==> src/hdl/disc_adapter_regs.vh <==
// Constants for the disc adapter signalling block
`ifndef DISC_ADAPTER_REGS_VH
`define DISC_ADAPTER_REGS_VH

// ----------------------------------------
// Timing
// ----------------------------------------
`define CLK_PERIOD_NS   20
`define STROBE_NS       70
`define STROBE_CYC      ((`STROBE_NS + `CLK_PERIOD_NS - 1) / `CLK_PERIOD_NS)
`define ABORT_NS        50
`define ABORT_CYC       ((`ABORT_NS + `CLK_PERIOD_NS - 1) / `CLK_PERIOD_NS)
`define INIT_CYC        8
`define CNT_W           4

// ----------------------------------------
// Register byte addresses
// ----------------------------------------
`define ADDR_W          5
`define OFS_CTRL        5'h00
`define OFS_STAT        5'h04
`define OFS_MASK        5'h08
`define OFS_DATA        5'h0c
`define OFS_CMD         5'h10
`define OFS_STATE       5'h14

// ----------------------------------------
// Field layouts
// ----------------------------------------
`define WORD_W          16
`define CTRL_W          6
`define CTRL_MAINT      0
`define CTRL_CS_LOAD    1
`define CTRL_PRIMARY    2
`define CTRL_XFER       3
`define CTRL_CMP_EQ     4
`define CTRL_CMP_NE     5
`define STAT_W          9
`define ST_CMD_EARLY    0
`define ST_MISSED_WIN   1
`define ST_TRACK_BND    2
`define ST_RW_TERM      3
`define ST_LOST_DATA    4
`define ST_NO_SYNC      5
`define ST_BURST_CHK    6
`define ST_END_CYL      7
`define ST_SEEK_INC     8
`define CMD_BOOT        0
`define CMD_REQ_DATA    1
`define CMD_REQ_STATUS  2
`define CTRL_RST        6'h00
`define STAT_RST        9'h000
`define MASK_RST        9'h000

`endif

==> src/hdl/pulse_timer.v <==
// Retriggerable fixed-width pulse generator
`timescale 1ns/1ns
`default_nettype none

module pulse_timer #(
  parameter [3:0] LEN = 4'h1
) (
  input  wire       clk_i,
  input  wire       rstn_i,
  input  wire       start_i,
  output reg        pulse_o
);

  reg [3:0] cnt_q;

  // Load on start, count down to zero
  always @(posedge clk_i or negedge rstn_i) begin
    if (!rstn_i) begin
      cnt_q   <= 4'h0;
      pulse_o <= 1'b0;
    end else if (start_i) begin
      cnt_q   <= LEN - 4'h1;
      pulse_o <= 1'b1;
    end else if (cnt_q != 4'h0) begin
      cnt_q   <= cnt_q - 4'h1;
      pulse_o <= 1'b1;
    end else begin
      pulse_o <= 1'b0;
    end
  end

endmodule

`default_nettype wire

==> src/hdl/disc_adapter.v <==
// Disc adapter to shared-processor signalling with Avalon-MM registers
//
// Implementation choices: the register offsets and register access over Avalon-MM.
`timescale 1ns/1ns
`default_nettype none
`include "disc_adapter_regs.vh"

// Summary of operation
// RL1: Each data word written to the extended register while no strobe is running is announced by one strobe of 80 ns.
// RL2: Transfer end rises on command early, missed window, track boundary, read/write end, lost data or no sync.
// RL3: In a control-store load in normal mode a missed window also raises transfer end.
// RL4: Transfer end is a level that falls only after its causing status is cleared.
// RL5: A boot request runs an init sequence whose trailing edge sets processor 4 busy.
// RL6: With primary boot select the processor forces its control-store address on its first cycle.
// RL7: The abort mask hides a maintenance-mode burst check abort from the halt alarm.
// RL8: The abort mask rises 60 ns before the abort pulse and lasts 60 ns.
// RL9: The slice request rises when the adapter is ready to move data or status.
// RL10: A data slice request drops once the execute phase is active.
// RL11: A status slice request holds until a request-status instruction executes.
// RL12: Transfer exit also ends a transfer on compare-equal or compare-unequal commands.
// RL13: The abort pulse is at least 50 ns wide and fires on load-time burst, cylinder, sync or seek errors.
// RL14: The slice request is a registered level on the shared clock.
module disc_adapter (
  input  wire                 CLK_I,
  input  wire                 RSTN_I,
  input  wire [`ADDR_W-1:0]   AVS_ADDRESS_I,
  input  wire                 AVS_READ_I,
  input  wire                 AVS_WRITE_I,
  input  wire [31:0]          AVS_WRITEDATA_I,
  input  wire [3:0]           AVS_BYTEENABLE_I,
  output reg  [31:0]          AVS_READDATA_O,
  output reg                  AVS_WAITREQUEST_O,
  output reg                  IRQ_O,
  input  wire [`STAT_W-1:0]   STAT_EVT_I,
  input  wire                 EXECUTE_PHASE_I,
  input  wire                 REQ_STATUS_DONE_I,
  input  wire                 CMP_EQUAL_I,
  output reg  [`WORD_W-1:0]   EXT_DATA_O,
  output wire                 DISC_WORD_STROBE_O,
  output reg                  TRANSFER_END_O,
  output reg                  XFER_EXIT_O,
  output wire                 INIT_SEQUENCE_O,
  output reg                  SET_BUSY4_O,
  output reg                  BOOT_PRIMARY_O,
  output reg                  RESTART_ABORT_MASK_O,
  output reg                  RESTART_ABORT_PULSE_O,
  output reg                  SLICE_REQ_O
);

  // ----------------------------------------
  // State encodings
  // ----------------------------------------
  localparam [2:0] AB_IDLE  = 3'h1;
  localparam [2:0] AB_LEAD  = 3'h2;
  localparam [2:0] AB_PULSE = 3'h4;

  localparam integer STROBE_NUM = `STROBE_CYC;
  localparam integer ABORT_NUM  = `ABORT_CYC;
  localparam integer INIT_NUM   = `INIT_CYC;
  localparam [3:0]   STROBE_LEN = STROBE_NUM[3:0];
  localparam [3:0]   ABORT_LEN  = ABORT_NUM[3:0];
  localparam [3:0]   INIT_LEN   = INIT_NUM[3:0];

  // ----------------------------------------
  // Declarations
  // ----------------------------------------
  reg  [`CTRL_W-1:0]  ctrl_q;
  reg  [`CTRL_W-1:0]  ctrl_d;
  reg  [`STAT_W-1:0]  stat_q;
  reg  [`STAT_W-1:0]  stat_d;
  reg  [`STAT_W-1:0]  mask_q;
  reg  [`STAT_W-1:0]  mask_d;
  reg  [31:0]         rdata_d;
  reg  [2:0]          ab_q;
  reg  [2:0]          ab_d;
  reg  [`CNT_W-1:0]   ab_cnt_q;
  reg  [`CNT_W-1:0]   ab_cnt_d;
  reg                 ab_hide_q;
  reg                 ab_hide_d;
  reg                 req_data_q;
  reg                 req_stat_q;
  reg                 init_dly_q;
  reg                 strobe_go_q;
  reg                 boot_go_q;
  wire [31:0]         wmask;
  wire                wr_en;
  wire                rd_en;
  wire                end_d;
  wire                cmp_hit;
  wire                abort_trig;
  wire                wr_ctrl;
  wire                wr_cmd;

  // ----------------------------------------
  // Avalon slave handshake
  // ----------------------------------------
  // Byte-lane write mask
  assign wmask = {{8{AVS_BYTEENABLE_I[3]}}, {8{AVS_BYTEENABLE_I[2]}},
                  {8{AVS_BYTEENABLE_I[1]}}, {8{AVS_BYTEENABLE_I[0]}}};
  // Write completes on the edge where waitrequest is low, read data is captured on the edge before, while it is high
  assign wr_en   = AVS_WRITE_I & ~AVS_WAITREQUEST_O;
  assign rd_en   = AVS_READ_I & AVS_WAITREQUEST_O;
  assign wr_ctrl = wr_en & (AVS_ADDRESS_I == `OFS_CTRL);
  assign wr_cmd  = wr_en & (AVS_ADDRESS_I == `OFS_CMD);

  // Waitrequest drops for one cycle per request
  always @(posedge CLK_I or negedge RSTN_I) begin
    if (!RSTN_I) begin
      AVS_WAITREQUEST_O <= 1'b1;
      AVS_READDATA_O    <= 32'h0000_0000;
    end else begin
      AVS_WAITREQUEST_O <= ~((AVS_READ_I | AVS_WRITE_I) & AVS_WAITREQUEST_O);
      if (rd_en) begin
        AVS_READDATA_O <= rdata_d;
      end
    end
  end

  // Read mux, unmapped reads as zero
  always @* begin
    rdata_d = 32'h0000_0000;
    case (AVS_ADDRESS_I)
      `OFS_CTRL:  rdata_d[`CTRL_W-1:0] = ctrl_q;
      `OFS_STAT:  rdata_d[`STAT_W-1:0] = stat_q;
      `OFS_MASK:  rdata_d[`STAT_W-1:0] = mask_q;
      `OFS_DATA:  rdata_d[`WORD_W-1:0] = EXT_DATA_O;
      `OFS_STATE: rdata_d[7:0] = {ab_q, INIT_SEQUENCE_O, req_stat_q, req_data_q, SLICE_REQ_O, TRANSFER_END_O};
      default:    rdata_d = 32'h0000_0000;
    endcase
  end

  // ----------------------------------------
  // Control, status and mask registers
  // ----------------------------------------
  // Compare condition for the two compare commands
  assign cmp_hit = ctrl_q[`CTRL_XFER] & ((ctrl_q[`CTRL_CMP_EQ] & CMP_EQUAL_I) |
                   (ctrl_q[`CTRL_CMP_NE] & ~CMP_EQUAL_I)); // RL12

  // Next values of control, sticky status and mask
  always @* begin
    ctrl_d = ctrl_q;
    stat_d = stat_q;
    mask_d = mask_q;
    if (wr_ctrl) begin
      ctrl_d = (ctrl_q & ~wmask[`CTRL_W-1:0]) | (AVS_WRITEDATA_I[`CTRL_W-1:0] & wmask[`CTRL_W-1:0]);
    end
    if (wr_en && AVS_ADDRESS_I == `OFS_MASK) begin
      mask_d = (mask_q & ~wmask[`STAT_W-1:0]) | (AVS_WRITEDATA_I[`STAT_W-1:0] & wmask[`STAT_W-1:0]);
    end
    if (wr_en && AVS_ADDRESS_I == `OFS_STAT) begin
      stat_d = stat_q & ~(AVS_WRITEDATA_I[`STAT_W-1:0] & wmask[`STAT_W-1:0]);
    end
    // New events win over a same-cycle clear
    stat_d = stat_d | STAT_EVT_I;
    // Exit ends the running transfer
    if (XFER_EXIT_O) begin
      ctrl_d[`CTRL_XFER] = 1'b0; // RL12
    end
  end

  // Register update
  always @(posedge CLK_I or negedge RSTN_I) begin
    if (!RSTN_I) begin
      ctrl_q <= `CTRL_RST;
      stat_q <= `STAT_RST;
      mask_q <= `MASK_RST;
      IRQ_O  <= 1'b0;
    end else begin
      ctrl_q <= ctrl_d;
      stat_q <= stat_d;
      mask_q <= mask_d;
      IRQ_O  <= |(stat_d & mask_d);
    end
  end

  // ----------------------------------------
  // Transfer end and exit
  // ----------------------------------------
  // Level from the live status bits
  assign end_d = stat_d[`ST_CMD_EARLY] | stat_d[`ST_MISSED_WIN] | stat_d[`ST_TRACK_BND] |
                 stat_d[`ST_RW_TERM] | stat_d[`ST_LOST_DATA] | stat_d[`ST_NO_SYNC] | // RL2
                 (stat_d[`ST_MISSED_WIN] & ctrl_q[`CTRL_CS_LOAD] & ~ctrl_q[`CTRL_MAINT]); // RL3

  // Held until status is cleared
  always @(posedge CLK_I or negedge RSTN_I) begin
    if (!RSTN_I) begin
      TRANSFER_END_O <= 1'b0;
      XFER_EXIT_O    <= 1'b0;
    end else begin
      TRANSFER_END_O <= end_d; // RL4
      XFER_EXIT_O    <= end_d | cmp_hit; // RL2
    end
  end

  // ----------------------------------------
  // Data word and strobe
  // ----------------------------------------
  // Latch word, then start the strobe
  always @(posedge CLK_I or negedge RSTN_I) begin
    if (!RSTN_I) begin
      EXT_DATA_O  <= 16'h0000;
      strobe_go_q <= 1'b0;
    end else begin
      strobe_go_q <= wr_en & (AVS_ADDRESS_I == `OFS_DATA) & AVS_BYTEENABLE_I[0];
      if (wr_en && AVS_ADDRESS_I == `OFS_DATA) begin
        EXT_DATA_O <= (EXT_DATA_O & ~wmask[`WORD_W-1:0]) | (AVS_WRITEDATA_I[`WORD_W-1:0] & wmask[`WORD_W-1:0]);
      end
    end
  end

  // Strobe after the word is stable
  pulse_timer #(
    .LEN     (STROBE_LEN)
  ) u_strobe (
    .clk_i   (CLK_I),
    .rstn_i  (RSTN_I),
    .start_i (strobe_go_q & ~DISC_WORD_STROBE_O), // RL1
    .pulse_o (DISC_WORD_STROBE_O)
  );

  // ----------------------------------------
  // Boot load
  // ----------------------------------------
  // Init sequence timer
  pulse_timer #(
    .LEN     (INIT_LEN)
  ) u_init (
    .clk_i   (CLK_I),
    .rstn_i  (RSTN_I),
    .start_i (boot_go_q), // RL5
    .pulse_o (INIT_SEQUENCE_O)
  );

  // Trailing edge sets processor 4 busy
  always @(posedge CLK_I or negedge RSTN_I) begin
    if (!RSTN_I) begin
      boot_go_q      <= 1'b0;
      init_dly_q     <= 1'b0;
      SET_BUSY4_O    <= 1'b0;
      BOOT_PRIMARY_O <= 1'b0;
    end else begin
      boot_go_q      <= wr_cmd & AVS_WRITEDATA_I[`CMD_BOOT] & AVS_BYTEENABLE_I[0] & ~INIT_SEQUENCE_O;
      init_dly_q     <= INIT_SEQUENCE_O;
      SET_BUSY4_O    <= init_dly_q & ~INIT_SEQUENCE_O; // RL5
      BOOT_PRIMARY_O <= ctrl_q[`CTRL_PRIMARY]; // RL6
    end
  end

  // ----------------------------------------
  // Restart abort sequencing
  // ----------------------------------------
  // Load-time error events start the sequence
  assign abort_trig = ctrl_q[`CTRL_CS_LOAD] & (STAT_EVT_I[`ST_BURST_CHK] | STAT_EVT_I[`ST_END_CYL] |
                      STAT_EVT_I[`ST_NO_SYNC] | STAT_EVT_I[`ST_SEEK_INC]); // RL13

  // Lead phase carries the mask, pulse phase the abort
  always @* begin
    ab_d      = ab_q;
    ab_cnt_d  = ab_cnt_q;
    ab_hide_d = ab_hide_q;
    case (ab_q)
      AB_IDLE: begin
        if (abort_trig) begin
          ab_d      = AB_LEAD;
          ab_cnt_d  = ABORT_LEN - 4'h1;
          ab_hide_d = STAT_EVT_I[`ST_BURST_CHK] & ctrl_q[`CTRL_MAINT]; // RL7
        end
      end
      AB_LEAD: begin
        if (ab_cnt_q == 4'h0) begin
          ab_d     = AB_PULSE;
          ab_cnt_d = ABORT_LEN - 4'h1; // RL8
        end else begin
          ab_cnt_d = ab_cnt_q - 4'h1;
        end
      end
      AB_PULSE: begin
        if (ab_cnt_q == 4'h0) begin
          ab_d      = AB_IDLE;
          ab_hide_d = 1'b0;
        end else begin
          ab_cnt_d = ab_cnt_q - 4'h1; // RL13
        end
      end
      default: begin
        ab_d      = AB_IDLE;
        ab_cnt_d  = 4'h0;
        ab_hide_d = 1'b0;
      end
    endcase
  end

  // Sequencer registers and abort outputs
  always @(posedge CLK_I or negedge RSTN_I) begin
    if (!RSTN_I) begin
      ab_q                  <= AB_IDLE;
      ab_cnt_q              <= 4'h0;
      ab_hide_q             <= 1'b0;
      RESTART_ABORT_MASK_O  <= 1'b0;
      RESTART_ABORT_PULSE_O <= 1'b0;
    end else begin
      ab_q                  <= ab_d;
      ab_cnt_q              <= ab_cnt_d;
      ab_hide_q             <= ab_hide_d;
      RESTART_ABORT_MASK_O  <= (ab_d == AB_LEAD) & ab_hide_d; // RL8
      RESTART_ABORT_PULSE_O <= (ab_d == AB_PULSE); // RL13
    end
  end

  // ----------------------------------------
  // Time slice request
  // ----------------------------------------
  // Data and status requests drop on their own releases
  always @(posedge CLK_I or negedge RSTN_I) begin
    if (!RSTN_I) begin
      req_data_q  <= 1'b0;
      req_stat_q  <= 1'b0;
      SLICE_REQ_O <= 1'b0;
    end else begin
      if (EXECUTE_PHASE_I) begin
        req_data_q <= 1'b0; // RL10
      end else if (wr_cmd && AVS_WRITEDATA_I[`CMD_REQ_DATA] && AVS_BYTEENABLE_I[0]) begin
        req_data_q <= 1'b1; // RL9
      end
      if (REQ_STATUS_DONE_I) begin
        req_stat_q <= 1'b0; // RL11
      end else if (wr_cmd && AVS_WRITEDATA_I[`CMD_REQ_STATUS] && AVS_BYTEENABLE_I[0]) begin
        req_stat_q <= 1'b1; // RL9
      end
      SLICE_REQ_O <= (req_data_q & ~EXECUTE_PHASE_I) | (req_stat_q & ~REQ_STATUS_DONE_I); // RL14
    end
  end

endmodule

`default_nettype wire

==> config.mk <==
export PLATFORM = sky130hd
export DESIGN_NAME = disc_adapter
export DESIGN_NICKNAME = d
export VERILOG_FILES = /design/src/hdl/pulse_timer.v /design/src/hdl/disc_adapter.v
export VERILOG_INCLUDE_DIRS = /design/src /design/src/hdl
export SDC_FILE = /design/constraint.sdc
export NUM_CORES = 1
export LEC_CHECK = 0
export BUFFER_PORTS_ARGS = -buffer_cell sky130_fd_sc_hd__buf_4
export CAP_MARGIN = 20
export CORE_ASPECT_RATIO = 1.2
export CORE_UTILIZATION = 42
export DETAILED_ROUTE_END_ITERATION = 7
export PLACE_DENSITY_LB_ADDON = 0.05
export SYNTH_ARGS = -nofsm -noshare
export SYNTH_HDL_FRONTEND = slang
export SYNTH_SLANG_ARGS = --single-unit
==> constraint.sdc <==
create_clock -name CLK_I -period 3.16 [get_ports CLK_I]
set_input_delay 0.316 -clock CLK_I [delete_from_list [all_inputs] [get_ports CLK_I]]
set_output_delay 0.316 -clock CLK_I [all_outputs]
set_load 0.02 [all_outputs]
* Word level (Yosys, flattened, before mapping) *
Index checks and enable logic that the tools add are counted.

storage, ports and cells
  output and inout port bits = 59
  bits of input ports = 57
  memory bits (read-only) = 0
  bits in writable memories = 0
  bits in registers = 88
  memories kept = 0
  bits in latches = 0
  word-level logic and storage cells = 150

operators by class
  eq/ne operators = 12
  divide/modulo/power cells = 0
  shift operators = 0
  bitwise gates (word level) = 59
  order comparisons = 0
  reduce and logical (&&, ||, !) cells = 18
  add/subtract/negate cells = 3
  muxes and demuxes = 31
  multiply operators = 0

operators with widths
  cell                                                                    number
  9-bit AND                                                               4
  16-bit AND                                                              2
  4-bit 2-to-1 mux                                                        8
  6-bit case mux with 5 select lines                                      1
  1-bit AND                                                               22
  9-bit 2-to-1 mux                                                        2
  9-bit inverter                                                          2
  9-bit bitwise OR                                                        2
  16-bit inverter                                                         1
  16-bit bitwise OR                                                       1
  1-bit bitwise OR                                                        13
  6-bit AND                                                               2
  4-bit case mux with 3 select lines                                      1
  4-bit by 1-bit subtractor with 4-bit output (second input constant)     3
  1-bit 2-to-1 mux                                                        11
  5-bit by 4-bit equality test with 1-bit output (second input constant)  2
  5-bit equality test (second input constant)                             2
  2-bit nonzero test                                                      5
  3-bit 2-to-1 mux                                                        3
  3-bit case mux with 3 select lines                                      1
  9-bit OR reduction                                                      1
  1-bit inverter                                                          8
  2-bit case mux with 4 select lines                                      1
  4-bit nonzero test                                                      2
  13 further kinds                                                        23

* Longest topological paths before layout *
  depth after elaboration = 12
  depth in mapped cells = 8
  depth with buffers taken out = 7

* Hierarchy *
From an unflattened synthesis, not the netlist that was laid out.

second synthesis, totals
  cell total of the unflattened synthesis = 379
  area, all modules = 4194.0 um2

modules (own cells, without submodules)
  module                   cells an instance  area each (um2)  sequential area each (um2)  times used
  disc_adapter             331                3642.2           1954.4                      1
  pulse_timer at u_init    25                 286.5            125.1                       1
  pulse_timer at u_strobe  23                 265.3            125.1                       1

* Worst setup path before layout *
No wires, ideal clock.

  path kind = flip-flop to flip-flop
  from = register AVS_WAITREQUEST_O
  to = register IRQ_O
  clock period less this slack = 2221 ps
  cell stages (with the launch flop) = 7
  setup slack = 939 ps
  arrival = 2082 ps
  buffers on the path = 1
  data required time = 3021 ps
  setup time = 139 ps
  cells stage by stage = dfstp_2 > and3b_1 > buf_2 > nand3_4 > mux2_2 > a22o_1 > or4_1

on the way
  elaborated cells between the ends (all ways) = 9
  classes of those cells = 2 x mux; 4 x bitwise; 3 x reduce/logical

RTL lines
  what                                line                text
  from (decl)                         disc_adapter.v:32   output reg AVS_WAITREQUEST_O,
  from (signal assigned)              disc_adapter.v:112  AVS_WAITREQUEST_O <= ~((AVS_READ_I | AVS_WRITE_I) & AVS_WAITREQUEST_O);
  1-bit inverter                      disc_adapter.v:101  assign wr_en = AVS_WRITE_I & ~AVS_WAITREQUEST_O;
  1-bit AND                           disc_adapter.v:101
  1-bit logical AND (no source line)  -
  9-bit 2-to-1 mux                    disc_adapter.v:147  if (wr_en && AVS_ADDRESS_I == `OFS_MASK) begin
  net mask_d[7]                       disc_adapter.v:72   reg [`STAT_W-1:0] mask_d;
  9-bit AND                           disc_adapter.v:172  IRQ_O <= |(stat_d & mask_d);
  9-bit OR reduction                  disc_adapter.v:172
  to (signal assigned)                disc_adapter.v:172
  to (decl)                           disc_adapter.v:33   output reg IRQ_O,

The timed path passes the listed nets, and every way through them passes these cells.
A chain may end at the register's enable or synchronous reset.

* Worst setup path after layout *
Same ends and word-level chain as after synthesis.

==> impl_results.md <==
- Setup TNS: 0 ns
- MaxCap Viol Count: 0
- Post-synth ARST share: 1.00
- Layout cell share with drive strength beyond 1: 0.307
- Die footprint: around 10000 um2
- Num CTS Buffers: 9
- Hold violation count in the final report: 0
- FF+latch count, synth: 88
- DRT Wirelength: roughly 9.9 mm
- Vias per cell: 5.17
- Cell at the slowest stage of the critical path: dfstp_2
- Clk_lat worst skew: approximately 0.34 ns
- Core Area: between 9000 and 10000 um2
- Final WS setup: a little under 0.9 ns
- Detailed-route DRC error count: 0
- Final Max Slew Viols: 0
- Antenna diode count: 0
- Startpoint Class: register
- Crit path from: AVS_WAITREQUEST_O$_DFF_PN1_
- Cells after synthesis: 374
- Initial DRC count: ~140
- Vias in the first global route: 3146
- Setup violations, final: 0
- Layout Skew: approximately 0.0068 ns
- GPL Wtd Cong: 0.763
- Starting Density: 0.431
- Leak: about 0.0025 uW
- IO Port Bufs: 81
- Total GRT Usage: 0.211
- Drt pass-1 iters: 5
- Reg-to-Reg Start: AVS_WAITREQUEST_O$_DFF_PN1_
- CP arrival: 2.49 ns
- Antenna-violating nets left: 0
- Period minus WS final: ~2.3 ns
- Nets: 521
- Final period util: 0.723
- RSZ-0062 raised after global routing: no
- Synth Flop Type: dfrtp_1
- Top Ports: 116
- Antenna violations before repair: 0
- First-pass GRT wire length: ~16 mm
- Post-synthesis sequential area ratio: 0.538
- FP Rows: 39
- Crit-path max FO: 7
- Post-synth top area cell: dfrtp_1
- TritonCTS Sinks: 88
- Family with the most delay on the worst path: simple AND/OR/NAND/NOR gates
- Grt ovf: 0
- DR vias: a little over 3000
- CTS max path bufs: 2
- Syn. warnings: 0
- Worst slew margin: 0.618
- Cell variety after synth: 56
- CTS tree: yes
- Commonest cells in the netlist: dfrtp_1, nand2_1, mux2_2, inv_1, nor2_1
- Largest net degree at the start of global routing: 36
- Worst slew pin tran: between 0.5 and 0.6 ns
- CP required: approximately 3.4 ns
- Main area contributors after synthesis: dfrtp_1, mux2_2, nand2_1
- Avg Cell Area, Syn: 11.0 um2
- PwrDens: ~610 nW/um2
- CP Capture Type: register
- Mapped Area: 4100 um2
- Status: complete, no violations
- Cell with the most instances after synthesis: dfrtp_1
- Crit-path max cell delay: ~0.57 ns
- FMAX: around 0.44 GHz
- Worst hold start: AVS_READ_I
- Placed wire-length estimate: about 7.2 mm
- Worst hold path class: in2reg
- Buffers & Inverters on Critical Path: 0
- Top cell type's share of synthesized area: 0.525
- Worst vdd ir: 0.427 mV
- Final design utilization: 0.536
- Die H: about 110 um
- Setup CP Type: reg2reg
- Clk slew on worst S/H paths: approximately 0.060 ns
- Chip width: 92.2 um
- H-tree depth: 3
- Root buffer cell: clkbuf_16
- Per-cell routed wire length: roughly 17 um
- Critical-path cell list: and3b_1 > nand3_4 > mux2_2 > a22o_1 > or4_1
- Synth-to-Final Area Change: 24.5%
- Post-CTS sizing: 0
- Post-synth EDFFs: 0
- Dpl ws: approximately 0.9 ns
-- metal layers --
metal / share of wire / vias to the layer above / wire length [um] / global-route usage
met2: 0.51 / 63 / 5020 / 0.365
met3: 0.035 / 12 / 344 / 0.0288
met5: 0 / - / 0 / 0
met1: 0.44 / 1488 / 4370 / 0.271
met4: 0.019 / 0 / 184 / 0.0837
li1: - / 1466 / - / -
-- where the power goes --
group | leakage (uW) | internal [uW] | switching [uW]
combinational | 0.00121 | 298 | 356
clock | 0.000149 | 658 | 436
sequential | 0.00112 | 1270 | 113
total | 0.00248 | 2220 | 905
-- placed cells by master, fill, tap and decap left out, drive strengths merged, types with 3 or more instances in the layout --
cell type,n
and2,4
dfrtp,86
a21o,12
a22o,4
ha,6
mux2i,4
o21ai,14
and3b,3
mux2,30
a21oi,12
xnor2,3
nand3,9
nor2,21
buf,86
nand2,40
a31oi,9
a41oi,3
clkbuf,12
a22oi,12
nor2b,4
inv,22
nor3,7
nand4,5
nor3b,3
conb,16
-- metrics by stage --
step | total power [uW] | std cells | hold slack, ns | area (um2)
finish | 3130 | 586 | 0.130 | 5100
CTS | 3160 | 586 | 0.124 | 5100
detailed placement | 2070 | 569 | 0.316 | 4780
floorplan | 1830 | 389 | 0.0204 | 4160
global route | 3310 | 586 | 0.131 | 5100
global placement | 2040 | 569 | 0.309 | 4780
-- worst reg2reg max path: cells and delay by family (launching register included) --
| kind | cells | cell delay, ns |
|---|---|---|
| simple gates | 3 | 1.00 |
| flops | 1 | 0.57 |
| mux | 1 | 0.37 |
| compound gates | 1 | 0.21 |
-- worst paths after layout --
path	end	slack, ns	cells past startpoint
worst max-delay path	IRQ_O$_DFF_PN0_	0.88	5
worst min register to register	BOOT_PRIMARY_O$_DFF_PN0_	0.41	0
min in group asynchronous	AVS_READDATA_O[10]$_DFFE_PN0P_	0.47	2
worst max register to register	IRQ_O$_DFF_PN0_	0.88	5
worst min-delay path	AVS_WAITREQUEST_O$_DFF_PN1_	0.13	2
max in group asynchronous	AVS_WAITREQUEST_O$_DFF_PN1_	1.88	3
-- final cells by class --
type / instances / area [um2]
tap: 123 / 154
fill: 884 / 4410
clock inverter: 4 / 51.3
multi-input combinational: 251 / 1700
inverter: 21 / 78.8
timing repair buffer: 87 / 656
clock buffer: 12 / 256
sequential: 88 / 2200
-- cell families (layout without fill, tap and decap cells) --
kind of cell / after synthesis / after routing / synth area share
buffers and inverters: 50 / 124 / 0.0611
AOI/OAI and AO/OA: 81 / 81 / 0.136
and+or+nand+nor: 109 / 109 / 0.143
DFF: 88 / 88 / 0.538
other: 1 / 16 / 0.000915
adders and majority gates: 6 / 6 / 0.0183
xor gates and xnor gates: 5 / 5 / 0.0107
muxes: 34 / 34 / 0.0922
-- what timing repair did --
item,CTS,global route
setup buffers,0,0
hold buffers,1,0
hold endpoints to repair,33,0
endpoints found under the setup margin,0,0
No activity file was read; power rests on OpenSTA's default activity.
